$ cat src/threshold_led_drive_regs.vh
// Purpose: Register offsets, field positions and reset values for the limit/drive bank
// Assumes: Byte-wide registers at their printed offsets
// Notes:   Guarded against double inclusion
`ifndef THRESHOLD_LED_DRIVE_REGS_VH
`define THRESHOLD_LED_DRIVE_REGS_VH

`define AMB_LOW_LIMIT_LOW_ADDR   8'h0B
`define AMB_LOW_LIMIT_HIGH_ADDR  8'h0C
`define AMB_UP_LIMIT_LOW_ADDR    8'h0D
`define AMB_UP_LIMIT_HIGH_ADDR   8'h0E
`define EMITTER_ONE_TWO_ADDR     8'h0F
`define EMITTER_THREE_ADDR       8'h10
`define PROX_ONE_LIMIT_LOW_ADDR  8'h11
`define PROX_ONE_LIMIT_HIGH_ADDR 8'h12

`define EMIT_ONE_MSB   3
`define EMIT_ONE_LSB   0
`define EMIT_TWO_MSB   7
`define EMIT_TWO_LSB   4
`define EMIT_THREE_MSB 3
`define EMIT_THREE_LSB 0

`define LIMIT_RESET    8'h00
`define DRIVE_RESET    8'h00
`define EMIT_RSVD_MASK 8'h0F

`endif

$ cat src/threshold_led_drive_regs.v
// Purpose: Limit and emitter-drive registers with window and limit comparators
// Assumes: Host byte writes/reads arrive already decoded from the two-wire bus
// Notes:   Results come from logic on the same clock; no resynchronisation
`include "threshold_led_drive_regs.vh"

module threshold_led_drive_regs (
  input  wire        mclk_i,
  input  wire        rst_n_i,
  input  wire        legacy_rev_i,
  input  wire        wr_en_i,
  input  wire        rd_en_i,
  input  wire [7:0]  addr_i,
  input  wire [7:0]  wdata_i,
  output reg  [7:0]  rdata_o,
  output reg         rvalid_o,
  input  wire        amb_sel_ir_i,
  input  wire [15:0] visible_light_result_i,
  input  wire [15:0] infrared_light_result_i,
  input  wire        amb_valid_i,
  input  wire [15:0] proximity_channel_one_i,
  input  wire        prox_valid_i,
  output reg         amb_event_o,
  output reg         prox_event_o,
  output wire [3:0]  emitter_one_drive_code_o,
  output wire [3:0]  emitter_two_drive_code_o,
  output wire [3:0]  emitter_three_drive_code_o
);

  reg [7:0] amb_low_lo_reg;
  reg [7:0] amb_low_hi_reg;
  reg [7:0] amb_up_lo_reg;
  reg [7:0] ambient_upper_limit_high_reg;
  reg [7:0] emitter_one_two_drive_reg;
  reg [7:0] emitter_three_drive_reg;
  reg [7:0] prox_one_limit_low_reg;
  reg [7:0] prox_one_limit_high_reg;

  reg [7:0]  rdata_next;
  wire [15:0] amb_result;
  wire [15:0] amb_lower_limit;
  wire [15:0] amb_upper_limit;
  wire [15:0] prox_one_limit;

  // Legacy compressed byte: exponent in upper nibble, mantissa in lower
  function [15:0] expand;
    input [7:0] c;
    reg   [4:0] m;
    begin
      m = {1'b1, c[3:0]};
      if (c[7:4] == 4'h0) begin
        expand = 16'h0000;
      end else if (c[7:4] >= 4'h4) begin
        expand = ({11'h000, m} << (c[7:4] - 4'h4)) | 16'h0000;
      end else begin
        expand = {11'h000, m} >> (4'h4 - c[7:4]);
      end
    end
  endfunction

  // Each byte updates alone; no shadow, so a half-written limit is live
  always @(posedge mclk_i) begin
    if (!rst_n_i) begin
      amb_low_lo_reg               <= `LIMIT_RESET;
      amb_low_hi_reg               <= `LIMIT_RESET;
      amb_up_lo_reg                <= `LIMIT_RESET;
      ambient_upper_limit_high_reg <= `LIMIT_RESET;
      emitter_one_two_drive_reg    <= `DRIVE_RESET;
      emitter_three_drive_reg      <= `DRIVE_RESET;
      prox_one_limit_low_reg       <= `LIMIT_RESET;
      prox_one_limit_high_reg      <= `LIMIT_RESET;
    end else if (wr_en_i) begin
      case (addr_i)
        `AMB_LOW_LIMIT_LOW_ADDR:   amb_low_lo_reg <= wdata_i;
        `AMB_LOW_LIMIT_HIGH_ADDR:  amb_low_hi_reg <= wdata_i;
        `AMB_UP_LIMIT_LOW_ADDR:    amb_up_lo_reg <= wdata_i;
        `AMB_UP_LIMIT_HIGH_ADDR:   ambient_upper_limit_high_reg <= wdata_i;
        `EMITTER_ONE_TWO_ADDR:     emitter_one_two_drive_reg <= wdata_i;
        `EMITTER_THREE_ADDR:       emitter_three_drive_reg <= wdata_i & `EMIT_RSVD_MASK;
        `PROX_ONE_LIMIT_LOW_ADDR:  prox_one_limit_low_reg <= wdata_i;
        `PROX_ONE_LIMIT_HIGH_ADDR: prox_one_limit_high_reg <= wdata_i;
        default: begin
        end
      endcase
    end
  end

  always @* begin
    case (addr_i)
      `AMB_LOW_LIMIT_LOW_ADDR:   rdata_next = amb_low_lo_reg;
      `AMB_LOW_LIMIT_HIGH_ADDR:  rdata_next = amb_low_hi_reg;
      `AMB_UP_LIMIT_LOW_ADDR:    rdata_next = amb_up_lo_reg;
      `AMB_UP_LIMIT_HIGH_ADDR:   rdata_next = ambient_upper_limit_high_reg;
      `EMITTER_ONE_TWO_ADDR:     rdata_next = emitter_one_two_drive_reg;
      `EMITTER_THREE_ADDR:       rdata_next = emitter_three_drive_reg;
      `PROX_ONE_LIMIT_LOW_ADDR:  rdata_next = prox_one_limit_low_reg;
      `PROX_ONE_LIMIT_HIGH_ADDR: rdata_next = prox_one_limit_high_reg;
      default:                   rdata_next = 8'h00;
    endcase
  end

  always @(posedge mclk_i) begin
    if (!rst_n_i) begin
      rdata_o  <= 8'h00;
      rvalid_o <= 1'b0;
    end else begin
      rvalid_o <= rd_en_i;
      if (rd_en_i) begin
        rdata_o <= rdata_next;
      end
    end
  end

  // Drive codes go straight to the emitter drivers; 0 is off, 1..15 rising
  assign emitter_one_drive_code_o   = emitter_one_two_drive_reg[`EMIT_ONE_MSB:`EMIT_ONE_LSB];
  assign emitter_two_drive_code_o   = emitter_one_two_drive_reg[`EMIT_TWO_MSB:`EMIT_TWO_LSB];
  assign emitter_three_drive_code_o =
    emitter_three_drive_reg[`EMIT_THREE_MSB:`EMIT_THREE_LSB];

  // Low address is the low byte; legacy parts use one compressed byte
  assign amb_lower_limit = legacy_rev_i ? expand(amb_low_lo_reg)
                                        : {amb_low_hi_reg, amb_low_lo_reg};
  assign amb_upper_limit = legacy_rev_i ? expand(amb_up_lo_reg)
                                        : {ambient_upper_limit_high_reg, amb_up_lo_reg};
  assign prox_one_limit  = legacy_rev_i ? expand(prox_one_limit_low_reg)
                                        : {prox_one_limit_high_reg, prox_one_limit_low_reg};
  assign amb_result = amb_sel_ir_i ? infrared_light_result_i : visible_light_result_i;

  // Event pulses one cycle after a valid result crosses its limit
  always @(posedge mclk_i) begin
    if (!rst_n_i) begin
      amb_event_o  <= 1'b0;
      prox_event_o <= 1'b0;
    end else begin
      amb_event_o  <= amb_valid_i &&
                      ((amb_result < amb_lower_limit) || (amb_result > amb_upper_limit));
      prox_event_o <= prox_valid_i && (proximity_channel_one_i > prox_one_limit);
    end
  end

endmodule // threshold_led_drive_regs

$ cat config.mk
export PLATFORM = sky130hd
export DESIGN_NAME = threshold_led_drive_regs
export DESIGN_NICKNAME = d
export VERILOG_FILES = /design/src/threshold_led_drive_regs.v
export VERILOG_INCLUDE_DIRS = /design/src
export SDC_FILE = /design/constraint.sdc
export NUM_CORES = 1
export LEC_CHECK = 0
export BUFFER_PORTS_ARGS = -buffer_cell sky130_fd_sc_hd__clkbuf_2
export CAP_MARGIN = 20
export CORE_MARGIN = 1.5
export CORE_UTILIZATION = 35
export DETAILED_ROUTE_END_ITERATION = 12
export PLACE_DENSITY = 0.54
export SYNTH_ARGS = -nofsm -noshare
export SYNTH_HDL_FRONTEND = slang
export SYNTH_SLANG_ARGS = --single-unit
$ cat constraint.sdc
create_clock -name mclk_i -period 3.41 [get_ports mclk_i]
set_clock_uncertainty 0.1 [all_clocks]
set_input_delay 0.8525 -clock mclk_i [delete_from_list [all_inputs] [get_ports mclk_i]]
set_output_delay 0.8525 -clock mclk_i [all_outputs]
set_load 0.01 [all_outputs]
==> metrics.md, run 1 <==
| Metric | Value |
|---|---|
| DR vias/cell | 5.63 |
| HPWL after detailed placement | 15800 um |
| Sequential power share | 37.8% |
| Total gr overflow | 0 |
| YS warnings | 0 |
| H-tree depth reported by CTS | 3 |
| Power share of the combinational group | 12.2% |
| Fill cells | 1857 |
| Sequential cell area | 0.00142 mm^2 |
| Count of final hold-check violations | 0 |
| Core box area | 0.0180 mm^2 |
| Routed wire per std cell | 18.5 um |
| Fraction of final layout cells with drive strength greater than 1 | 21.9% |
| Maximum number of pins on one net before global-route repair | 71 |
| Hold Worst Slack | 0.385 ns |
| Die Width | 138 um |
| Run status | finished, final reports clean |
| Initial antenna violation count | 0 |
| TritonCTS clock tree | yes |
| Psw | 538 uW |
| Total length of routed wires | 20500 um |
| Count of distinct cell types in the synthesized netlist | 68 |
| Part of the Yosys area used for sequential elements | 22.2% |
| Detailed-route DRC error count | 0 |
| Power Density | 290 mW/mm^2 |
| Number of endpoints failing setup at the final stage | 0 |
| Number of flops mapped to enable cells by yosys | 0 |
| Row Count | 49 |
| Kind of capture point of the worst setup path | flip-flop |
| Final layout net count | 1009 |
| Total power | 2.21 mW |
| Top_reg_cell synth | sky130_fd_sc_hd__dfxtp_1 |
| Placed Area | 0.00725 mm^2 |
| Clk pin slew, worst setup/hold paths | 0.06 ns |
| Count of input and output buffers | 94 |
| Static leakage | 2.74 nW |
| Max_slew headroom | 57.3% |
| Number of register bits inferred by synthesis | 71 |
| Worst IR Drop VDD | 0.269 mV |
| Multi-input combinational cell area | 0.00467 mm^2 |
| Final Critical Period | 3.16 ns |
| Worst-case clock buffer depth | 2 |
| Number of ports placed on the die boundary | 95 |
| Post-layout instance area | 0.00761 mm^2 |
| Clk network pwr share | 50.0% |
| CP Launch Point | amb_low_lo_reg[5] |
| Final-report max-slew violation count | 0 |
| Startpoint of the worst register-to-register path | amb_low_lo_reg[5] |
| Mapped Cells | 785 |
| Total number of clock tree sinks | 71 |
| Wire length of the first global-routing pass | 31800 um |
| Maximum capacitance violations | 0 |
| Setup CP Type | flip-flop to flip-flop |
| Via count of the first global-routing pass | 5735 |
| Hold buffer count at cts | 0 |
| Crit start category | flip-flop |
| Die Outline Area | 0.0191 mm^2 |
| Number of CTS-inserted buffers | 9 |
| Worst Path Arrival | 3.27 ns |
| Asr flop ratio synth | 0% |
| Area growth from synthesis to layout | 18.6% |
| Start point of the worst hold path | prox_one_limit_high_reg[1] |
| Share of total power consumed by net switching | 24.4% |
| Transition time at the pin with the least slew margin | 0.641 ns |
| Antenna fix cells | 0 |
| Cell area after synthesis | 0.00641 mm^2 |
| Mean instance size in the synthesized netlist | 8.17 um^2 |
| Initial core utilization | 35.7% |
| Net Count, Synth | 919 |
| Hold Path Class | flip-flop to flip-flop |
| Final Core Density | 42.3% |
| TNS Setup | 0 ns |
| Highest fanout seen on the critical path | 6 |
| Worst Path Required | 3.53 ns |
| Max Fclk | 317 MHz |
| Clk Tree Root Cell | sky130_fd_sc_hd__clkbuf_16 |
| Total number of vias | 6243 |
| Starting DRT DRC Count | 560 |
| Global-route usage over all layers | 20.7% |
| Die boundary height | 138 um |
| Internal Dissipation | 1.67 mW |
| Clock Latency Late Sink | 0.33 ns |
| Detailed-router iteration count before antenna repair | 5 |
| Final RePlAce weighted congestion | 0.922 |
| Number of nets with antenna violations after detailed routing | 0 |
| Ratio of final minimum period to clock period | 92.6% |
| RSZ-0062 raised after global routing | false |
worst max-delay path, cell delays in order, from the launching register on:
cell and delay [ns]:
sky130_fd_sc_hd__dfxtp_2 0.35, sky130_fd_sc_hd__inv_1 0.11, sky130_fd_sc_hd__ha_1 0.25, sky130_fd_sc_hd__and2_1 0.15, sky130_fd_sc_hd__a21oi_1 0.06, sky130_fd_sc_hd__o22ai_1 0.23
sky130_fd_sc_hd__nand2_1 0.12, sky130_fd_sc_hd__o32a_1 0.34, sky130_fd_sc_hd__a2bb2oi_1 0.15, sky130_fd_sc_hd__ha_1 0.31, sky130_fd_sc_hd__o211ai_1 0.09, sky130_fd_sc_hd__or4_1 0.47
sky130_fd_sc_hd__a31oi_1 0.19, sky130_fd_sc_hd__o2bb2ai_1 0.11
cell type report:
class                      count  share of cell area (%)
clock buffer                   9                    2.96
timing repair buffer         130                    10.1
clock inverter                 7                    1.60
tap                          229                    3.77
inverter                      30                    1.53
multi-input combinational    633                    61.4
sequential                    71                    18.7
cells in the final DEF (no fill, tap or decap), types with 4 or more instances in the layout:
master | synthesis | routed
sky130_fd_sc_hd__nor2_1 | 41 | 41
sky130_fd_sc_hd__nor2b_1 | 46 | 46
sky130_fd_sc_hd__mux2_2 | 22 | 22
sky130_fd_sc_hd__inv_1 | 27 | 27
sky130_fd_sc_hd__mux4_2 | 8 | 8
sky130_fd_sc_hd__nand3_1 | 13 | 13
sky130_fd_sc_hd__nand2b_1 | 8 | 8
sky130_fd_sc_hd__and3_1 | 9 | 9
sky130_fd_sc_hd__nand4_1 | 9 | 9
sky130_fd_sc_hd__clkbuf_16 | 0 | 9
sky130_fd_sc_hd__a211oi_1 | 5 | 5
sky130_fd_sc_hd__dfxtp_1 | 71 | 70
sky130_fd_sc_hd__and2_1 | 8 | 8
sky130_fd_sc_hd__a221oi_1 | 10 | 10
sky130_fd_sc_hd__ha_1 | 62 | 60
sky130_fd_sc_hd__o22ai_1 | 13 | 13
sky130_fd_sc_hd__nor3_1 | 14 | 14
sky130_fd_sc_hd__o21ai_0 | 36 | 36
sky130_fd_sc_hd__a21oi_1 | 32 | 32
sky130_fd_sc_hd__a21boi_0 | 25 | 24
sky130_fd_sc_hd__clkbuf_2 | 0 | 94
sky130_fd_sc_hd__a21o_1 | 9 | 9
sky130_fd_sc_hd__mux2i_1 | 54 | 54
sky130_fd_sc_hd__buf_4 | 4 | 34
sky130_fd_sc_hd__a22oi_1 | 41 | 41
sky130_fd_sc_hd__nand3b_1 | 4 | 4
sky130_fd_sc_hd__o21a_1 | 7 | 7
sky130_fd_sc_hd__nand2_1 | 91 | 91
sky130_fd_sc_hd__a31oi_1 | 5 | 5
final timing paths:
| check | cells after the start | slack [ns] | endpoint |
|---|---|---|---|
| worst max-delay path | 13 | 0.25 | amb_event_o |
| worst min-delay path | 2 | 0.39 | prox_one_limit_high_reg[1] |
| worst max register to register | 13 | 0.25 | amb_event_o |
| worst min register to register | 2 | 0.39 | prox_one_limit_high_reg[1] |
Yosys cell counts (3+ instances only):
| cell | n | area (um^2) |
|---|---|---|
| sky130_fd_sc_hd__a2111oi_0 | 4 | 35.0 |
| sky130_fd_sc_hd__a211oi_1 | 5 | 37.5 |
| sky130_fd_sc_hd__a21boi_0 | 25 | 188 |
| sky130_fd_sc_hd__a21o_1 | 9 | 67.6 |
| sky130_fd_sc_hd__a21oi_1 | 32 | 160 |
| sky130_fd_sc_hd__a221oi_1 | 10 | 87.6 |
| sky130_fd_sc_hd__a22oi_1 | 41 | 308 |
| sky130_fd_sc_hd__a2bb2oi_1 | 3 | 26.3 |
| sky130_fd_sc_hd__a31oi_1 | 5 | 31.3 |
| sky130_fd_sc_hd__a32oi_1 | 3 | 26.3 |
| sky130_fd_sc_hd__and2_1 | 8 | 50.1 |
| sky130_fd_sc_hd__and3_1 | 9 | 56.3 |
| sky130_fd_sc_hd__buf_1 | 3 | 11.3 |
| sky130_fd_sc_hd__buf_2 | 9 | 45.0 |
| sky130_fd_sc_hd__buf_4 | 4 | 30.0 |
| sky130_fd_sc_hd__clkbuf_1 | 35 | 131 |
| sky130_fd_sc_hd__clkinv_1 | 3 | 11.3 |
| sky130_fd_sc_hd__dfxtp_1 | 71 | 1420 |
| sky130_fd_sc_hd__ha_1 | 62 | 776 |
| sky130_fd_sc_hd__inv_1 | 27 | 101 |
| sky130_fd_sc_hd__mux2_2 | 22 | 248 |
| sky130_fd_sc_hd__mux2i_1 | 54 | 541 |
| sky130_fd_sc_hd__mux4_2 | 8 | 180 |
| sky130_fd_sc_hd__nand2_1 | 91 | 342 |
| sky130_fd_sc_hd__nand2b_1 | 8 | 50.1 |
| sky130_fd_sc_hd__nand3_1 | 13 | 65.1 |
| sky130_fd_sc_hd__nand3b_1 | 4 | 30.0 |
| sky130_fd_sc_hd__nand4_1 | 9 | 56.3 |
| sky130_fd_sc_hd__nor2_1 | 41 | 154 |
| sky130_fd_sc_hd__nor2b_1 | 46 | 288 |
| sky130_fd_sc_hd__nor3_1 | 14 | 70.1 |
| sky130_fd_sc_hd__nor3b_1 | 3 | 22.5 |
| sky130_fd_sc_hd__o211ai_1 | 3 | 22.5 |
| sky130_fd_sc_hd__o21a_1 | 7 | 52.6 |
| sky130_fd_sc_hd__o21ai_0 | 36 | 180 |
| sky130_fd_sc_hd__o22ai_1 | 13 | 81.3 |
| sky130_fd_sc_hd__o2bb2ai_1 | 3 | 26.3 |
| sky130_fd_sc_hd__o311ai_0 | 3 | 26.3 |
per-layer routing:
layer / track usage (%) / share of wire [%] / vias to the layer above
li1: - / - / 3089
met4: 3.60 / 1.0 / 0
met1: 30.6 / 49 / 2954
met5: 0 / 0 / -
met2: 31.2 / 43 / 183
met3: 4.19 / 6.9 / 17
power groups by stage:
stage          combinational (mW)  clock (mW)  sequential (mW)
4_1_cts                     0.268        1.11            0.834
2_1_floorplan               0.159           0            0.854
3_5_place_dp                0.267           0            0.853
6_report                    0.269        1.10            0.835
5_1_grt                     0.297        1.15            0.834
3_3_place_gp                0.266           0            0.853
cell families after synthesis:
kind of cell / Yosys count / synth area share (%)
mux: 84 / 15.1
compound gates: 218 / 23.4
xor+xnor: 3 / 0.410
simple gates: 266 / 21.7
buf+inv: 81 / 5.15
flops: 71 / 22.2
fa+ha+maj: 62 / 12.1
stage by stage:
stage / setup WS [ns] / cells
6_report: 0.252 / 1109
3_5_place_dp: 0.0978 / 1093
4_1_cts: 0.203 / 1109
5_1_grt: 0.0181 / 1109
3_3_place_gp: 0.0605 / 1093
2_1_floorplan: 0.0521 / 785
what timing repair did:
action / in CTS / in global routing
gates resized for setup: 0 / 6
setup buffers: 0 / 0
endpoints found under the setup margin: 0 / 2
No activity file was read; power rests on OpenSTA's default activity.
==> inputs of run 2 (changes only) <==
Settings changed: PLACE_DENSITY 0.54 to 0.52, SLEW_MARGIN set to 20.
Clock period 3.41 ns to 4 ns, I/O delays scaled along.
==> metrics.md, run 2 (synthesis results as in run 1) <==
| Metric | Value |
|---|---|
| Clk pin slew, worst setup/hold paths | 0.06 ns (about the same) |
| Hold Path Class | flip-flop to flip-flop (unchanged) |
| Final-report max-slew violation count | 0 (unchanged) |
| Maximum number of pins on one net before global-route repair | 41 (was 71) |
| Count of final hold-check violations | 0 (unchanged) |
| Number of endpoints failing setup at the final stage | 0 (unchanged) |
| Number of CTS-inserted buffers | 9 (unchanged) |
| Ratio of final minimum period to clock period | 82.9% (was 92.6%) |
| Number of ports placed on the die boundary | 95 (unchanged) |
| Slowest CP cell | sky130_fd_sc_hd__dfxtp_1 (was sky130_fd_sc_hd__or4_1) |
| Initial core utilization | 35.7% (unchanged) |
| Routed wire per std cell | 18.9 um (was 18.5 um) |
| HPWL after detailed placement | 15800 um (about the same) |
| Worst-case clock buffer depth | 2 (unchanged) |
| Sequential cell area | 0.00142 mm^2 (about the same) |
| Total length of routed wires | 20700 um (was 20500 um) |
| Die boundary height | 138 um (unchanged) |
| Total number of vias | 6158 (was 6243) |
| DR vias/cell | 5.63 (about the same) |
| Final layout net count | 994 (was 1009) |
| Initial antenna violation count | 0 (unchanged) |
| Die Width | 138 um (unchanged) |
| TNS Setup | 0 ns (unchanged) |
| Die Outline Area | 0.0191 mm^2 (unchanged) |
| Via count of the first global-routing pass | 5805 (was 5735) |
| Starting DRT DRC Count | 512 (was 560) |
| Detailed-route DRC error count | 0 (unchanged) |
| Static leakage | 2.64 nW (was 2.74 nW) |
| Number of nets with antenna violations after detailed routing | 0 (unchanged) |
| Area growth from synthesis to layout | 16.0% (was 18.6%) |
| Core box area | 0.0180 mm^2 (unchanged) |
| Clock Latency Late Sink | 0.34 ns (was 0.33 ns) |
| Series of cell instances along the critical path | inv_1 > ha_1 > nand2b_1 > o22ai_1 > a22oi_1 > ha_1 > a21o_1 > a2111oi_0 > a221oi_1 > a2111oi_0 > o21ai_0 > o2bb2ai_1 (was inv_1 > ha_1 > and2_1 > a21oi_1 > o22ai_1 > nand2_1 > o32a_1 > a2bb2oi_1 > ha_1 > o211ai_1 > or4_1 > a31oi_1 > o2bb2ai_1) |
| Final Critical Period | 3.32 ns (was 3.16 ns) |
| Worst Path Required | 4.18 ns (was 3.53 ns) |
| Global-route usage over all layers | 21.5% (was 20.7%) |
| Setup CP Type | flip-flop to flip-flop (unchanged) |
| Detailed-router iteration count before antenna repair | 6 (was 5) |
| RSZ-0062 raised after global routing | false (unchanged) |
| TritonCTS clock tree | yes (unchanged) |
| Startpoint of the worst register-to-register path | amb_low_lo_reg[7] (was amb_low_lo_reg[5]) |
| Fraction of final layout cells with drive strength greater than 1 | 20.0% (was 21.9%) |
| Kind of capture point of the worst setup path | flip-flop (unchanged) |
| Commonest cells after routing, fill and taps aside | sky130_fd_sc_hd__clkbuf_2 (94), sky130_fd_sc_hd__nand2_1 (91), sky130_fd_sc_hd__dfxtp_1 (71) (was sky130_fd_sc_hd__clkbuf_2 (94), sky130_fd_sc_hd__nand2_1 (91), sky130_fd_sc_hd__dfxtp_1 (70)) |
| Total number of clock tree sinks | 71 (unchanged) |
| Maximum capacitance violations | 0 (unchanged) |
| Crit start category | flip-flop (unchanged) |
| Worst IR Drop VDD | 0.309 mV (was 0.269 mV) |
| Clk Tree Root Cell | sky130_fd_sc_hd__clkbuf_16 (unchanged) |
| Start point of the worst hold path | prox_one_limit_high_reg[5] (was prox_one_limit_high_reg[1]) |
| Max Fclk | 302 MHz (was 317 MHz) |
| Transition time at the pin with the least slew margin | 0.752 ns (was 0.641 ns) |
| Row Count | 49 (unchanged) |
| CP max stage delay | 0.48 ns (was 0.47 ns) |
| Total gr overflow | 0 (unchanged) |
| Wire length of the first global-routing pass | 32600 um (was 31800 um) |
| Count of input and output buffers | 94 (unchanged) |
| Hold buffer count at cts | 0 (unchanged) |
| Fill cells | 1869 (was 1857) |
| Power Density | 241 mW/mm^2 (was 290 mW/mm^2) |
| Most common library cell in the layout ignoring fill and taps | sky130_fd_sc_hd__clkbuf_2 (unchanged) |
| Run status | finished, final reports clean (unchanged) |
| Multi-input combinational cell area | 0.00466 mm^2 (was 0.00467 mm^2) |
| Post-CTS Resized | 0 (unchanged) |
| Max_slew headroom | 49.9% (was 57.3%) |
| Number of buffers added for setup after CTS | 0 (unchanged) |
| Post-layout instance area | 0.00744 mm^2 (was 0.00761 mm^2) |
| Final RePlAce weighted congestion | 0.889 (was 0.922) |
| Placed Area | 0.00712 mm^2 (was 0.00725 mm^2) |
| Antenna fix cells | 0 (unchanged) |
| H-tree depth reported by CTS | 3 (unchanged) |
| Highest fanout seen on the critical path | 10 (was 6) |
| Worst Path Arrival | 3.49 ns (was 3.27 ns) |
| CP Launch Point | amb_low_lo_reg[7] (was amb_low_lo_reg[5]) |
-- run 2: final timing paths --
check / slack [ns] / end / cells after the start
worst max-delay path: 0.68 / amb_event_o / 12
worst min-delay path: 0.39 / prox_one_limit_high_reg[5] / 2
worst max register to register: 0.68 / amb_event_o / 12
worst min register to register: 0.39 / prox_one_limit_high_reg[5] / 2
-- run 2: critical path, delay by kind of cell (launching register included) --
family / cells / cell delay [ns]
DFF: 1 / 0.48
adders and majority gates: 2 / 0.76
buffers and inverters: 1 / 0.15
AOI/OAI and AO/OA: 8 / 1.55
and+or+nand+nor: 1 / 0.22
-- run 2: through the flow --
step | setup WS [ns] | utilization, % | power, mW | std cells | hold slack [ns]
after global routing | 0.189 | 41.4 | 1.87 | 1093 | 0.419
after CTS | 0.680 | 41.4 | 1.81 | 1093 | 0.387
after detailed placement | 0.437 | 39.7 | 0.953 | 1078 | 0.379
after floorplan | 0.495 | - | 0.863 | 785 | 0.354
after global placement | 0.528 | 39.7 | 0.953 | 1078 | 0.381
final | 0.685 | 41.4 | 1.79 | 1093 | 0.386
-- run 2: metal layers --
layer	vias to the layer above	part of all wire [%]	track usage [%]
met5	-	0	0
met3	19	5.9	4.09
met1	2919	50	31.5
met4	0	1.1	4.88
li1	3055	-	-
met2	165	43	32.4
-- run 2: where the power goes --
group / internal, mW / switching (mW)
Clock: 0.547 / 0.306
Combinational: 0.0996 / 0.128
Sequential: 0.710 / 0.00200
-- run 2: area by class of cell --
cell class	instances	area share, %
well taps	229	3.85
flip-flops and latches	71	19.1
multi-input cells	633	62.7
clock inverters	2	0.504
inverters	30	1.51
clock buffers	13	3.77
repair buffers	115	8.61
